[src/pkg/virs_pkg.sv]
package virs_pkg;

  localparam int unsigned VIRS_DW = 32;
  localparam int unsigned VIRS_AW = 32;
  localparam int unsigned VIRS_NSRC = 32;
  localparam int unsigned VIRS_NSLOT = 16;
  localparam int unsigned VIRS_SRC_W = 5;
  localparam int unsigned VIRS_SLOT_W = 4;
  localparam int unsigned VIRS_NEVT = 2;

  // Register byte addresses.
  localparam logic [31:0] VIRS_ADDR_REQUEST_ENABLE = 32'hFFFFF010;
  localparam logic [31:0] VIRS_ADDR_ENABLE_CLEAR = 32'hFFFFF014;
  localparam logic [31:0] VIRS_ADDR_SOFTWARE_REQUEST = 32'hFFFFF018;
  localparam logic [31:0] VIRS_ADDR_SOFTWARE_REQUEST_CLEAR = 32'hFFFFF01C;
  localparam logic [31:0] VIRS_ADDR_PRIVILEGE_GUARD = 32'hFFFFF020;
  localparam logic [31:0] VIRS_ADDR_CURRENT_VECTOR = 32'hFFFFF030;
  localparam logic [31:0] VIRS_ADDR_DEFAULT_VECTOR = 32'hFFFFF034;
  localparam logic [31:0] VIRS_ADDR_EVENT_STATUS = 32'hFFFFF040;
  localparam logic [31:0] VIRS_ADDR_EVENT_MASK = 32'hFFFFF044;
  localparam logic [31:0] VIRS_ADDR_SLOT_VECTOR_BASE = 32'hFFFFF100;
  localparam logic [31:0] VIRS_ADDR_SLOT_CONTROL_BASE = 32'hFFFFF200;

  // A slot array occupies 16 words; the low six address bits select within it.
  localparam int unsigned VIRS_SLOT_REGION_LSB = 6;
  localparam int unsigned VIRS_SLOT_IDX_LSB = 2;

  // Slot control layout: source number in the low bits, enable above it.
  localparam int unsigned VIRS_SLOTCTL_SRC_LSB = 0;
  localparam int unsigned VIRS_SLOTCTL_EN_BIT = 5;

  // Privileged-mode flag within pprot, and the guard enable bit.
  localparam int unsigned VIRS_PPROT_PRIV_BIT = 0;
  localparam int unsigned VIRS_GUARD_EN_BIT = 0;

  // Event status and mask bit positions.
  localparam int unsigned VIRS_EVT_PRIV_REFUSED = 0;
  localparam int unsigned VIRS_EVT_UNMAPPED = 1;

  localparam logic [31:0] VIRS_RESET_WORD = 32'h00000000;

endpackage

[src/verilog/virs_slot_select.sv]
`timescale 1ns/1ns
`default_nettype none

// Picks the handler address for the normal interrupt: the lowest-numbered
// enabled slot whose source is active wins, otherwise the default address.
module virs_slot_select
  import virs_pkg::*;
(
  input wire logic [virs_pkg::VIRS_NSRC-1:0] active_src,
  input wire logic [virs_pkg::VIRS_NSLOT-1:0] slot_en,
  input wire logic [virs_pkg::VIRS_NSLOT*virs_pkg::VIRS_SRC_W-1:0] slot_src,
  input wire logic [virs_pkg::VIRS_NSLOT*virs_pkg::VIRS_DW-1:0] slot_vec,
  input wire logic [virs_pkg::VIRS_DW-1:0] default_vector,
  output logic slot_hit,
  output logic [virs_pkg::VIRS_DW-1:0] vector
);

  logic [VIRS_NSLOT-1:0] slot_match;

  ////////////////////////////////////////////////////////////////////////////
  for (genvar s = 0; s < VIRS_NSLOT; s++) begin : g_match
    assign slot_match[s] = slot_en[s] &
        active_src[slot_src[s*VIRS_SRC_W +: VIRS_SRC_W]];
  end

  ////////////////////////////////////////////////////////////////////////////
  // Walk downward so the lowest matching slot overwrites the others.
  always_comb begin
    slot_hit = 1'b0;
    vector = default_vector;
    for (int s = VIRS_NSLOT - 1; s >= 0; s--) begin
      if (slot_match[s]) begin
        slot_hit = 1'b1;
        vector = slot_vec[s*VIRS_DW +: VIRS_DW];
      end
    end
  end

endmodule

`default_nettype wire

[src/verilog/virs_vectored_irq.sv]
// Function
// - Software requests ORed into 32 hardware requests.
// - Software request clear drops written-one bits.
// - Enable clear drops written-one enable bits.
// - Guard set: only privileged accesses accepted.
// - Current vector read returns handler address.
// - Default address serves unassigned normal interrupts.
// - Sixteen slots, each with handler address.
// - Only enabled sources reach interrupt outputs.
//
// The APB slave port was decided locally.
`timescale 1ns/1ns
`default_nettype none

module virs_vectored_irq
  import virs_pkg::*;
(
  input wire logic pclk,
  input wire logic presetn,
  input wire logic psel,
  input wire logic penable,
  input wire logic pwrite,
  input wire logic [virs_pkg::VIRS_AW-1:0] paddr,
  input wire logic [virs_pkg::VIRS_DW-1:0] pwdata,
  input wire logic [3:0] pstrb,
  input wire logic [2:0] pprot,
  output logic [virs_pkg::VIRS_DW-1:0] prdata,
  output logic pready,
  output logic pslverr,
  input wire logic [virs_pkg::VIRS_NSRC-1:0] hw_request,
  output logic irq_out,
  output logic irq_vectored,
  output logic event_irq
);

  import virs_pkg::*;

  ////////////////////////////////////////////////////////////////////////////
  // Register state.

  logic [VIRS_NSRC-1:0] request_enable_reg, request_enable_next;
  logic [VIRS_NSRC-1:0] software_request_reg, software_request_next;
  logic privilege_guard_reg, privilege_guard_next;
  logic [VIRS_DW-1:0] default_vector_reg, default_vector_next;
  logic [VIRS_NEVT-1:0] event_status_reg, event_status_next;
  logic [VIRS_NEVT-1:0] event_mask_reg, event_mask_next;
  logic [VIRS_DW-1:0] slot_vector_reg [VIRS_NSLOT];
  logic [VIRS_SRC_W-1:0] slot_source_reg [VIRS_NSLOT];
  logic [VIRS_NSLOT-1:0] slot_enable_reg;

  logic [VIRS_DW-1:0] prdata_reg, prdata_next;
  logic pready_reg, pready_next;
  logic pslverr_reg, pslverr_next;
  logic irq_out_reg, irq_out_next;
  logic irq_vectored_reg, irq_vectored_next;
  logic event_irq_reg, event_irq_next;

  ////////////////////////////////////////////////////////////////////////////
  // Request combination and vector selection.

  logic [VIRS_NSRC-1:0] merged_request;
  logic [VIRS_NSRC-1:0] active_src;
  logic [VIRS_NSLOT*VIRS_SRC_W-1:0] slot_src_flat;
  logic [VIRS_NSLOT*VIRS_DW-1:0] slot_vec_flat;
  logic slot_hit;
  logic [VIRS_DW-1:0] sel_vector;

  // Software requests look exactly like peripheral requests from here on.
  assign merged_request = hw_request | software_request_reg;
  assign active_src = merged_request & request_enable_reg;

  for (genvar s = 0; s < VIRS_NSLOT; s++) begin : g_flat
    assign slot_src_flat[s*VIRS_SRC_W +: VIRS_SRC_W] = slot_source_reg[s];
    assign slot_vec_flat[s*VIRS_DW +: VIRS_DW] = slot_vector_reg[s];
  end

  virs_slot_select u_select (
    .active_src(active_src),
    .slot_en(slot_enable_reg),
    .slot_src(slot_src_flat),
    .slot_vec(slot_vec_flat),
    .default_vector(default_vector_reg),
    .slot_hit(slot_hit),
    .vector(sel_vector)
  );

  ////////////////////////////////////////////////////////////////////////////
  // Bus decode.

  logic setup_phase;
  logic wr_commit;
  logic priv_ok;
  logic hit_enable, hit_enclr, hit_swreq, hit_swclr, hit_guard;
  logic hit_curvec, hit_defvec, hit_evstat, hit_evmask;
  logic hit_slotvec, hit_slotctl;
  logic mapped;
  logic [VIRS_SLOT_W-1:0] slot_idx;
  logic [VIRS_DW-1:0] wmask;

  assign setup_phase = psel & ~penable;
  // The access-phase edge with pready high is the only one that commits.
  assign wr_commit = psel & penable & pready_reg & pwrite & ~pslverr_reg;

  // With the guard clear any access is taken; with it set only privileged ones.
  assign priv_ok = ~privilege_guard_reg | pprot[VIRS_PPROT_PRIV_BIT];

  assign hit_enable = (paddr == VIRS_ADDR_REQUEST_ENABLE);
  assign hit_enclr = (paddr == VIRS_ADDR_ENABLE_CLEAR);
  assign hit_swreq = (paddr == VIRS_ADDR_SOFTWARE_REQUEST);
  assign hit_swclr = (paddr == VIRS_ADDR_SOFTWARE_REQUEST_CLEAR);
  assign hit_guard = (paddr == VIRS_ADDR_PRIVILEGE_GUARD);
  assign hit_curvec = (paddr == VIRS_ADDR_CURRENT_VECTOR);
  assign hit_defvec = (paddr == VIRS_ADDR_DEFAULT_VECTOR);
  assign hit_evstat = (paddr == VIRS_ADDR_EVENT_STATUS);
  assign hit_evmask = (paddr == VIRS_ADDR_EVENT_MASK);
  assign hit_slotvec = (paddr[VIRS_AW-1:VIRS_SLOT_REGION_LSB] ==
      VIRS_ADDR_SLOT_VECTOR_BASE[VIRS_AW-1:VIRS_SLOT_REGION_LSB]) &
      (paddr[VIRS_SLOT_IDX_LSB-1:0] == VIRS_RESET_WORD[VIRS_SLOT_IDX_LSB-1:0]);
  assign hit_slotctl = (paddr[VIRS_AW-1:VIRS_SLOT_REGION_LSB] ==
      VIRS_ADDR_SLOT_CONTROL_BASE[VIRS_AW-1:VIRS_SLOT_REGION_LSB]) &
      (paddr[VIRS_SLOT_IDX_LSB-1:0] == VIRS_RESET_WORD[VIRS_SLOT_IDX_LSB-1:0]);
  assign slot_idx = paddr[VIRS_SLOT_IDX_LSB +: VIRS_SLOT_W];
  assign mapped = hit_enable | hit_enclr | hit_swreq | hit_swclr | hit_guard |
      hit_curvec | hit_defvec | hit_evstat | hit_evmask | hit_slotvec | hit_slotctl;

  // Byte strobes widen into a bit mask for the word-wide registers; single-byte fields use pstrb[0] alone.
  for (genvar b = 0; b < 4; b++) begin : g_wmask
    assign wmask[b*8 +: 8] = {8{pstrb[b]}};
  end

  ////////////////////////////////////////////////////////////////////////////
  // Bus answer: one wait-free access phase, data and error captured at setup.

  always_comb begin
    prdata_next = VIRS_RESET_WORD;
    pready_next = setup_phase;
    pslverr_next = 1'b0;
    if (setup_phase) begin
      if (!mapped || !priv_ok) begin
        pslverr_next = 1'b1;
      end else if (!pwrite) begin
        // Write-only clear registers and unused bits read back as zero.
        if (hit_enable) begin
          prdata_next = request_enable_reg;
        end else if (hit_swreq) begin
          prdata_next = software_request_reg;
        end else if (hit_guard) begin
          prdata_next[VIRS_GUARD_EN_BIT] = privilege_guard_reg;
        end else if (hit_curvec) begin
          prdata_next = sel_vector;
        end else if (hit_defvec) begin
          prdata_next = default_vector_reg;
        end else if (hit_evstat) begin
          prdata_next[VIRS_NEVT-1:0] = event_status_reg;
        end else if (hit_evmask) begin
          prdata_next[VIRS_NEVT-1:0] = event_mask_reg;
        end else if (hit_slotvec) begin
          prdata_next = slot_vector_reg[slot_idx];
        end else if (hit_slotctl) begin
          prdata_next[VIRS_SLOTCTL_SRC_LSB +: VIRS_SRC_W] = slot_source_reg[slot_idx];
          prdata_next[VIRS_SLOTCTL_EN_BIT] = slot_enable_reg[slot_idx];
        end
      end
    end
  end

  always_ff @(posedge pclk or negedge presetn) begin
    if (!presetn) begin
      prdata_reg <= VIRS_RESET_WORD;
      pready_reg <= 1'b0;
      pslverr_reg <= 1'b0;
    end else begin
      prdata_reg <= prdata_next;
      pready_reg <= pready_next;
      pslverr_reg <= pslverr_next;
    end
  end

  assign prdata = prdata_reg;
  assign pready = pready_reg;
  assign pslverr = pslverr_reg;

  ////////////////////////////////////////////////////////////////////////////
  // Control registers.

  always_comb begin
    request_enable_next = request_enable_reg;
    software_request_next = software_request_reg;
    privilege_guard_next = privilege_guard_reg;
    default_vector_next = default_vector_reg;
    event_mask_next = event_mask_reg;
    if (wr_commit) begin
      // Writing ones to the enable register adds sources; zeros leave them.
      if (hit_enable) begin
        request_enable_next = request_enable_reg | (pwdata & wmask);
      end
      if (hit_enclr) begin
        request_enable_next = request_enable_reg & ~(pwdata & wmask);
      end
      if (hit_swreq) begin
        software_request_next = (software_request_reg & ~wmask) | (pwdata & wmask);
      end
      if (hit_swclr) begin
        software_request_next = software_request_reg & ~(pwdata & wmask);
      end
      if (hit_guard && pstrb[0]) begin
        privilege_guard_next = pwdata[VIRS_GUARD_EN_BIT];
      end
      if (hit_defvec) begin
        default_vector_next = (default_vector_reg & ~wmask) | (pwdata & wmask);
      end
      if (hit_evmask && pstrb[0]) begin
        event_mask_next = pwdata[VIRS_NEVT-1:0];
      end
    end
  end

  always_ff @(posedge pclk or negedge presetn) begin
    if (!presetn) begin
      request_enable_reg <= VIRS_RESET_WORD;
      software_request_reg <= VIRS_RESET_WORD;
      privilege_guard_reg <= 1'b0;
      default_vector_reg <= VIRS_RESET_WORD;
      event_mask_reg <= '0;
    end else begin
      request_enable_reg <= request_enable_next;
      software_request_reg <= software_request_next;
      privilege_guard_reg <= privilege_guard_next;
      default_vector_reg <= default_vector_next;
      event_mask_reg <= event_mask_next;
    end
  end

  ////////////////////////////////////////////////////////////////////////////
  // Slot registers, one handler address and one control word per slot.

  for (genvar s = 0; s < VIRS_NSLOT; s++) begin : g_slot
    logic [VIRS_DW-1:0] vec_next;
    logic [VIRS_SRC_W-1:0] src_next;
    logic en_next;
    logic sel_here;

    assign sel_here = wr_commit & (slot_idx == VIRS_SLOT_W'(s));

    always_comb begin
      vec_next = slot_vector_reg[s];
      src_next = slot_source_reg[s];
      en_next = slot_enable_reg[s];
      if (sel_here && hit_slotvec) begin
        vec_next = (slot_vector_reg[s] & ~wmask) | (pwdata & wmask);
      end
      if (sel_here && hit_slotctl && pstrb[0]) begin
        src_next = pwdata[VIRS_SLOTCTL_SRC_LSB +: VIRS_SRC_W];
        en_next = pwdata[VIRS_SLOTCTL_EN_BIT];
      end
    end

    always_ff @(posedge pclk or negedge presetn) begin
      if (!presetn) begin
        slot_vector_reg[s] <= VIRS_RESET_WORD;
        slot_source_reg[s] <= '0;
        slot_enable_reg[s] <= 1'b0;
      end else begin
        slot_vector_reg[s] <= vec_next;
        slot_source_reg[s] <= src_next;
        slot_enable_reg[s] <= en_next;
      end
    end
  end

  ////////////////////////////////////////////////////////////////////////////
  // Event status: refused and unmapped accesses. A new event beats a
  // same-cycle write-one-to-clear so that no event is ever lost.

  logic [VIRS_NEVT-1:0] event_set;
  logic [VIRS_NEVT-1:0] event_clr;

  always_comb begin
    event_set = '0;
    event_set[VIRS_EVT_PRIV_REFUSED] = setup_phase & mapped & ~priv_ok;
    event_set[VIRS_EVT_UNMAPPED] = setup_phase & ~mapped;
    event_clr = '0;
    if (wr_commit && hit_evstat && pstrb[0]) begin
      event_clr = pwdata[VIRS_NEVT-1:0];
    end
    event_status_next = (event_status_reg & ~event_clr) | event_set;
  end

  always_ff @(posedge pclk or negedge presetn) begin
    if (!presetn) begin
      event_status_reg <= '0;
    end else begin
      event_status_reg <= event_status_next;
    end
  end

  ////////////////////////////////////////////////////////////////////////////
  // Outputs to the core. Registering them costs one cycle of interrupt
  // latency but keeps every output glitch-free.

  always_comb begin
    irq_out_next = |active_src;
    irq_vectored_next = slot_hit;
    event_irq_next = |(event_status_reg & event_mask_reg);
  end

  always_ff @(posedge pclk or negedge presetn) begin
    if (!presetn) begin
      irq_out_reg <= 1'b0;
      irq_vectored_reg <= 1'b0;
      event_irq_reg <= 1'b0;
    end else begin
      irq_out_reg <= irq_out_next;
      irq_vectored_reg <= irq_vectored_next;
      event_irq_reg <= event_irq_next;
    end
  end

  assign irq_out = irq_out_reg;
  assign irq_vectored = irq_vectored_reg;
  assign event_irq = event_irq_reg;

endmodule

`default_nettype wire
[config.mk]
export PLATFORM = sky130hd
export DESIGN_NAME = virs_vectored_irq
export DESIGN_NICKNAME = d
export VERILOG_FILES = /design/src/pkg/virs_pkg.sv /design/src/verilog/virs_slot_select.sv /design/src/verilog/virs_vectored_irq.sv
export SDC_FILE = /design/constraint.sdc
export NUM_CORES = 2
export LEC_CHECK = 0
export BUFFER_PORTS_ARGS = -buffer_cell sky130_fd_sc_hd__clkbuf_2
export CAP_MARGIN = 10
export CORE_ASPECT_RATIO = 1.2
export CORE_MARGIN = 3
export CORE_UTILIZATION = 60
export DETAILED_ROUTE_END_ITERATION = 8
export PLACE_DENSITY = 0.77
export SYNTH_ARGS = -nofsm -noshare
export SYNTH_HDL_FRONTEND = slang
export SYNTH_HIERARCHICAL = 1
export SYNTH_SLANG_ARGS = --single-unit
export TNS_END_PERCENT = 20
[constraint.sdc]
create_clock -name pclk -period 8.95 [get_ports pclk]
set_input_delay 1.79 -clock pclk [delete_from_list [all_inputs] [get_ports pclk]]
set_output_delay 1.79 -clock pclk [all_outputs]
set_load 0.05 [all_outputs]
==> summary.txt <==
Run status
  • Status: finished clean

Synthesis
  • Mapped Nets: 3690
  • Asr flop ratio synth: 100%
  • Post-synth cell types: 85
  • Synthesized cell area: 44200 µm²
  • Post-synth EDFFs: 0
  • Synth Instances: 3582
  • Area share of the largest cell type after synthesis: 42.2%
  • Post-synth top area cell: dfrtp_1
  • Syn Area/Cell: 12.3 µm²
  • Register bit total from synthesis: 746
  • Post-synthesis sequential area ratio: 42.2%
  • Syn. warnings: 6
  • Synth Flop Type: dfrtp_1
  • Top cells by area, synth: dfrtp_1 (42%), mux2_2 (16%), mux4_2 (16%), nand2_1 (2.4%), mux2i_1 (1.9%)

Timing
  • Fin crit share: 73.3%
  • RSZ-0062 raised after global routing: false
  • Worst-Margin Slew: 1.25 ns
  • Fin. max-slew vios: 0
  • F_max: 0.152 GHz
  • Rel. slew slack: 16.6%
  • Finish-stage setup viols: 0
  • Final Critical Period: 6.56 ns
  • Final hold violations: 0
  • Final clock skew: 0.0350 ns
  • Post-Route Setup TNS: 0 ns

Critical path
  • Crit path max fanout: 32
  • CP Cell Sequence: clkbuf_2 > o21a_1 > mux4_2 > mux4_2 > a32oi_4 > buf_4 > and2b_4 > a211o_1 > a311oi_1 > nor2_1 > a211oi_2 > nand2b_1 > nand3_1 > o32a_1 > a32o_1 > a311oi_2
  • Setup Crit Path Kind: primary input to flop
  • Critical Path End Type: flop
  • Slowest CP cell: and2b_4
  • CP most frequent cell: mux4_2
  • CP peak stage delay: 0.78 ns
  • Setup crit start kind: primary input
  • Required @ worst endpoint: 9.38 ns
  • Worst Path Arrival: 6.99 ns

Detailed routing
  • Initial detailed-routing violation count: 4890
  • Vias per inst: 7.54
  • Routed len/inst: 32.5 µm
  • Post-Route WL: 148000 µm
  • DR pass1 iterations: 6
  • Final ANT Viol Nets: 0
  • Remaining routing DRC violations: 0
  • Vias: 34300

Clock network
  • Worst-path clk slew: 0.06 ns
  • TritonCTS buffer count: 79
  • CTS H-tree lvls: 3
  • # resized after CTS: 0
  • Clk sinks: 746
  • Clk_lat worst skew: 0.66 ns
  • CTS tree: yes
  • Post-CTS Hold Fix Bufs: 0
  • Setup Fix Bufs, Post-CTS: 0
  • Clock tree buffer depth: 3
  • Root buf cell: clkbuf_16

Cells and area
  • Layout area overhead: 9.02%
  • Final non-filler cell total: 4551
  • Layout Nets: 3653
  • Layout cell share with drive strength beyond 1: 40.1%

Floorplanning
  • Die H: 303 µm
  • I/O pin count: 145
  • Die area: 77000 µm²
  • Initial core utilization: 60.8%
  • Core ar.: 72700 µm²
  • Die Wd: 254 µm
  • Cell Rows: 108

Pwr
  • Leak: 0.0216 µW
  • IR Drop Worst-Case VDD: 0.159 mV
  • Total power per unit cell area: 150 nW/µm²

Run
  • Max Cap Viol: 0

GRT
  • Vias in the first global route: 34700
  • First-pass GRT wire length: 219000 µm
  • Grt ovf: 0
  • Initial antenna violation count: 6
  • Largest net degree at the start of global routing: 166
  • Total track usage: 38.6%

Placement
  • I/O Buffers: 142
  • GP Congestion: 0.965
  • Cell Count Post-Placement: 4397
  • HPWL Detailed: 93400 µm

Worst hold path
  • Worst min path class: flop to flop
-- synthesized netlist by cell type, types with 75 or more instances --
| library cell | instances |
|---|---|
| a21oi_1 | 121 |
| mux2i_1 | 86 |
| clkbuf_1 | 209 |
| nand2_1 | 285 |
| buf_2 | 82 |
| dfrtp_1 | 746 |
| mux2_2 | 642 |
| inv_1 | 75 |
| nor2_1 | 208 |
| mux4_2 | 321 |
| o21ai_0 | 104 |
-- placed cells by master, fill, tap and decap left out, types with 10 or more instances in the layout --
| cell type | instances |
|---|---|
| dfrtp_1 | 746 |
| mux2_2 | 642 |
| mux4_2 | 321 |
| nand2_1 | 280 |
| nor2_1 | 206 |
| clkbuf_2 | 138 |
| a21oi_1 | 121 |
| o21ai_0 | 104 |
| mux2i_1 | 86 |
| clkbuf_16 | 83 |
| inv_1 | 75 |
| buf_4 | 58 |
| nand4_1 | 41 |
| a311oi_1 | 41 |
| a22o_1 | 33 |
| o221ai_1 | 32 |
| o21a_1 | 32 |
| o22ai_1 | 32 |
| a211o_1 | 30 |
| a211oi_2 | 29 |
| nor2_2 | 26 |
| a22oi_1 | 25 |
| nor3_1 | 23 |
| nor2_4 | 23 |
| a221oi_1 | 21 |
| nand2b_1 | 20 |
| and4bb_1 | 20 |
| nor2b_1 | 18 |
| nand3_1 | 18 |
| a221o_1 | 18 |
| clkinv_2 | 18 |
| clkbuf_8 | 17 |
| nor4_1 | 15 |
| o21ai_1 | 14 |
| and2_1 | 13 |
| nand3b_1 | 11 |
| and4bb_2 | 10 |
| bufinv_16 | 10 |
-- critical path: cells and delay by family --
family	cells	cell delay, ns
compound gates	8	2.04
buf+inv	2	0.67
mux	2	1.12
simple gates	4	1.30
-- power breakdown --
| group | internal [µW] | total, µW | switching [µW] |
|---|---|---|---|
| Clock | 2110 | 3550 | 1430 |
| Sequential | 3370 | 3370 | 0.313 |
| Combinational | 65.5 | 287 | 222 |
-- worst paths after layout --
kind	start	to	slack, ns	cells after the start
worst max-delay path	hw_request[21]	prdata[0]	2.39	16
worst min-delay path	flop	flop	0.51	2
worst max register to register	flop	prdata[0]	3.17	15
worst min register to register	flop	flop	0.51	2
max in group asynchronous	presetn	asynchronous set/reset pin	6.00	3
min in group asynchronous	presetn	asynchronous set/reset pin	1.17	1
-- stage by stage --
stage	hold slack [ns]	total power (µW)	utilization (%)	area [µm²]	worst slack (ns)
global placement	0.493	3720	62.4	45400	2.14
floorplan	0.460	3570	-	44200	3.70
finish	0.509	7210	66.3	48200	2.39
detailed placement	0.494	3720	62.4	45400	2.07
global route	0.537	7390	66.3	48200	2.46
CTS	0.512	7230	66.2	48200	2.72
-- cells by family after synthesis --
| group | synth area share, % |
|---|---|
| AO/OA/AOI/OAI | 9.86 |
| XOR/XNOR | 0.0198 |
| buffers and inverters | 3.76 |
| flip-flops | 42.2 |
| multiplexers | 35.1 |
| AND/OR/NAND/NOR | 9.06 |
-- final cells by class --
type / count / area (µm²)
diodes: 8 / 20.0
repair buffers: 204 / 1250
flip-flops and latches: 746 / 18700
inverters: 76 / 285
clock inverters: 39 / 479
fillers: 5255 / 24500
well taps: 935 / 1170
clock buffers: 105 / 2320
multi-input cells: 2438 / 24000
-- metal layers --
layer  share of wire (%)  GRT usage [%]  up-vias
li1                    -              -    13600
met1                  34           47.7    17000
met2                  44           57.3     2854
met3                  14           13.2      828
met4                 8.2           26.4        4
met5                0.13           1.78        -
Power figures use the tool's default switching activity.
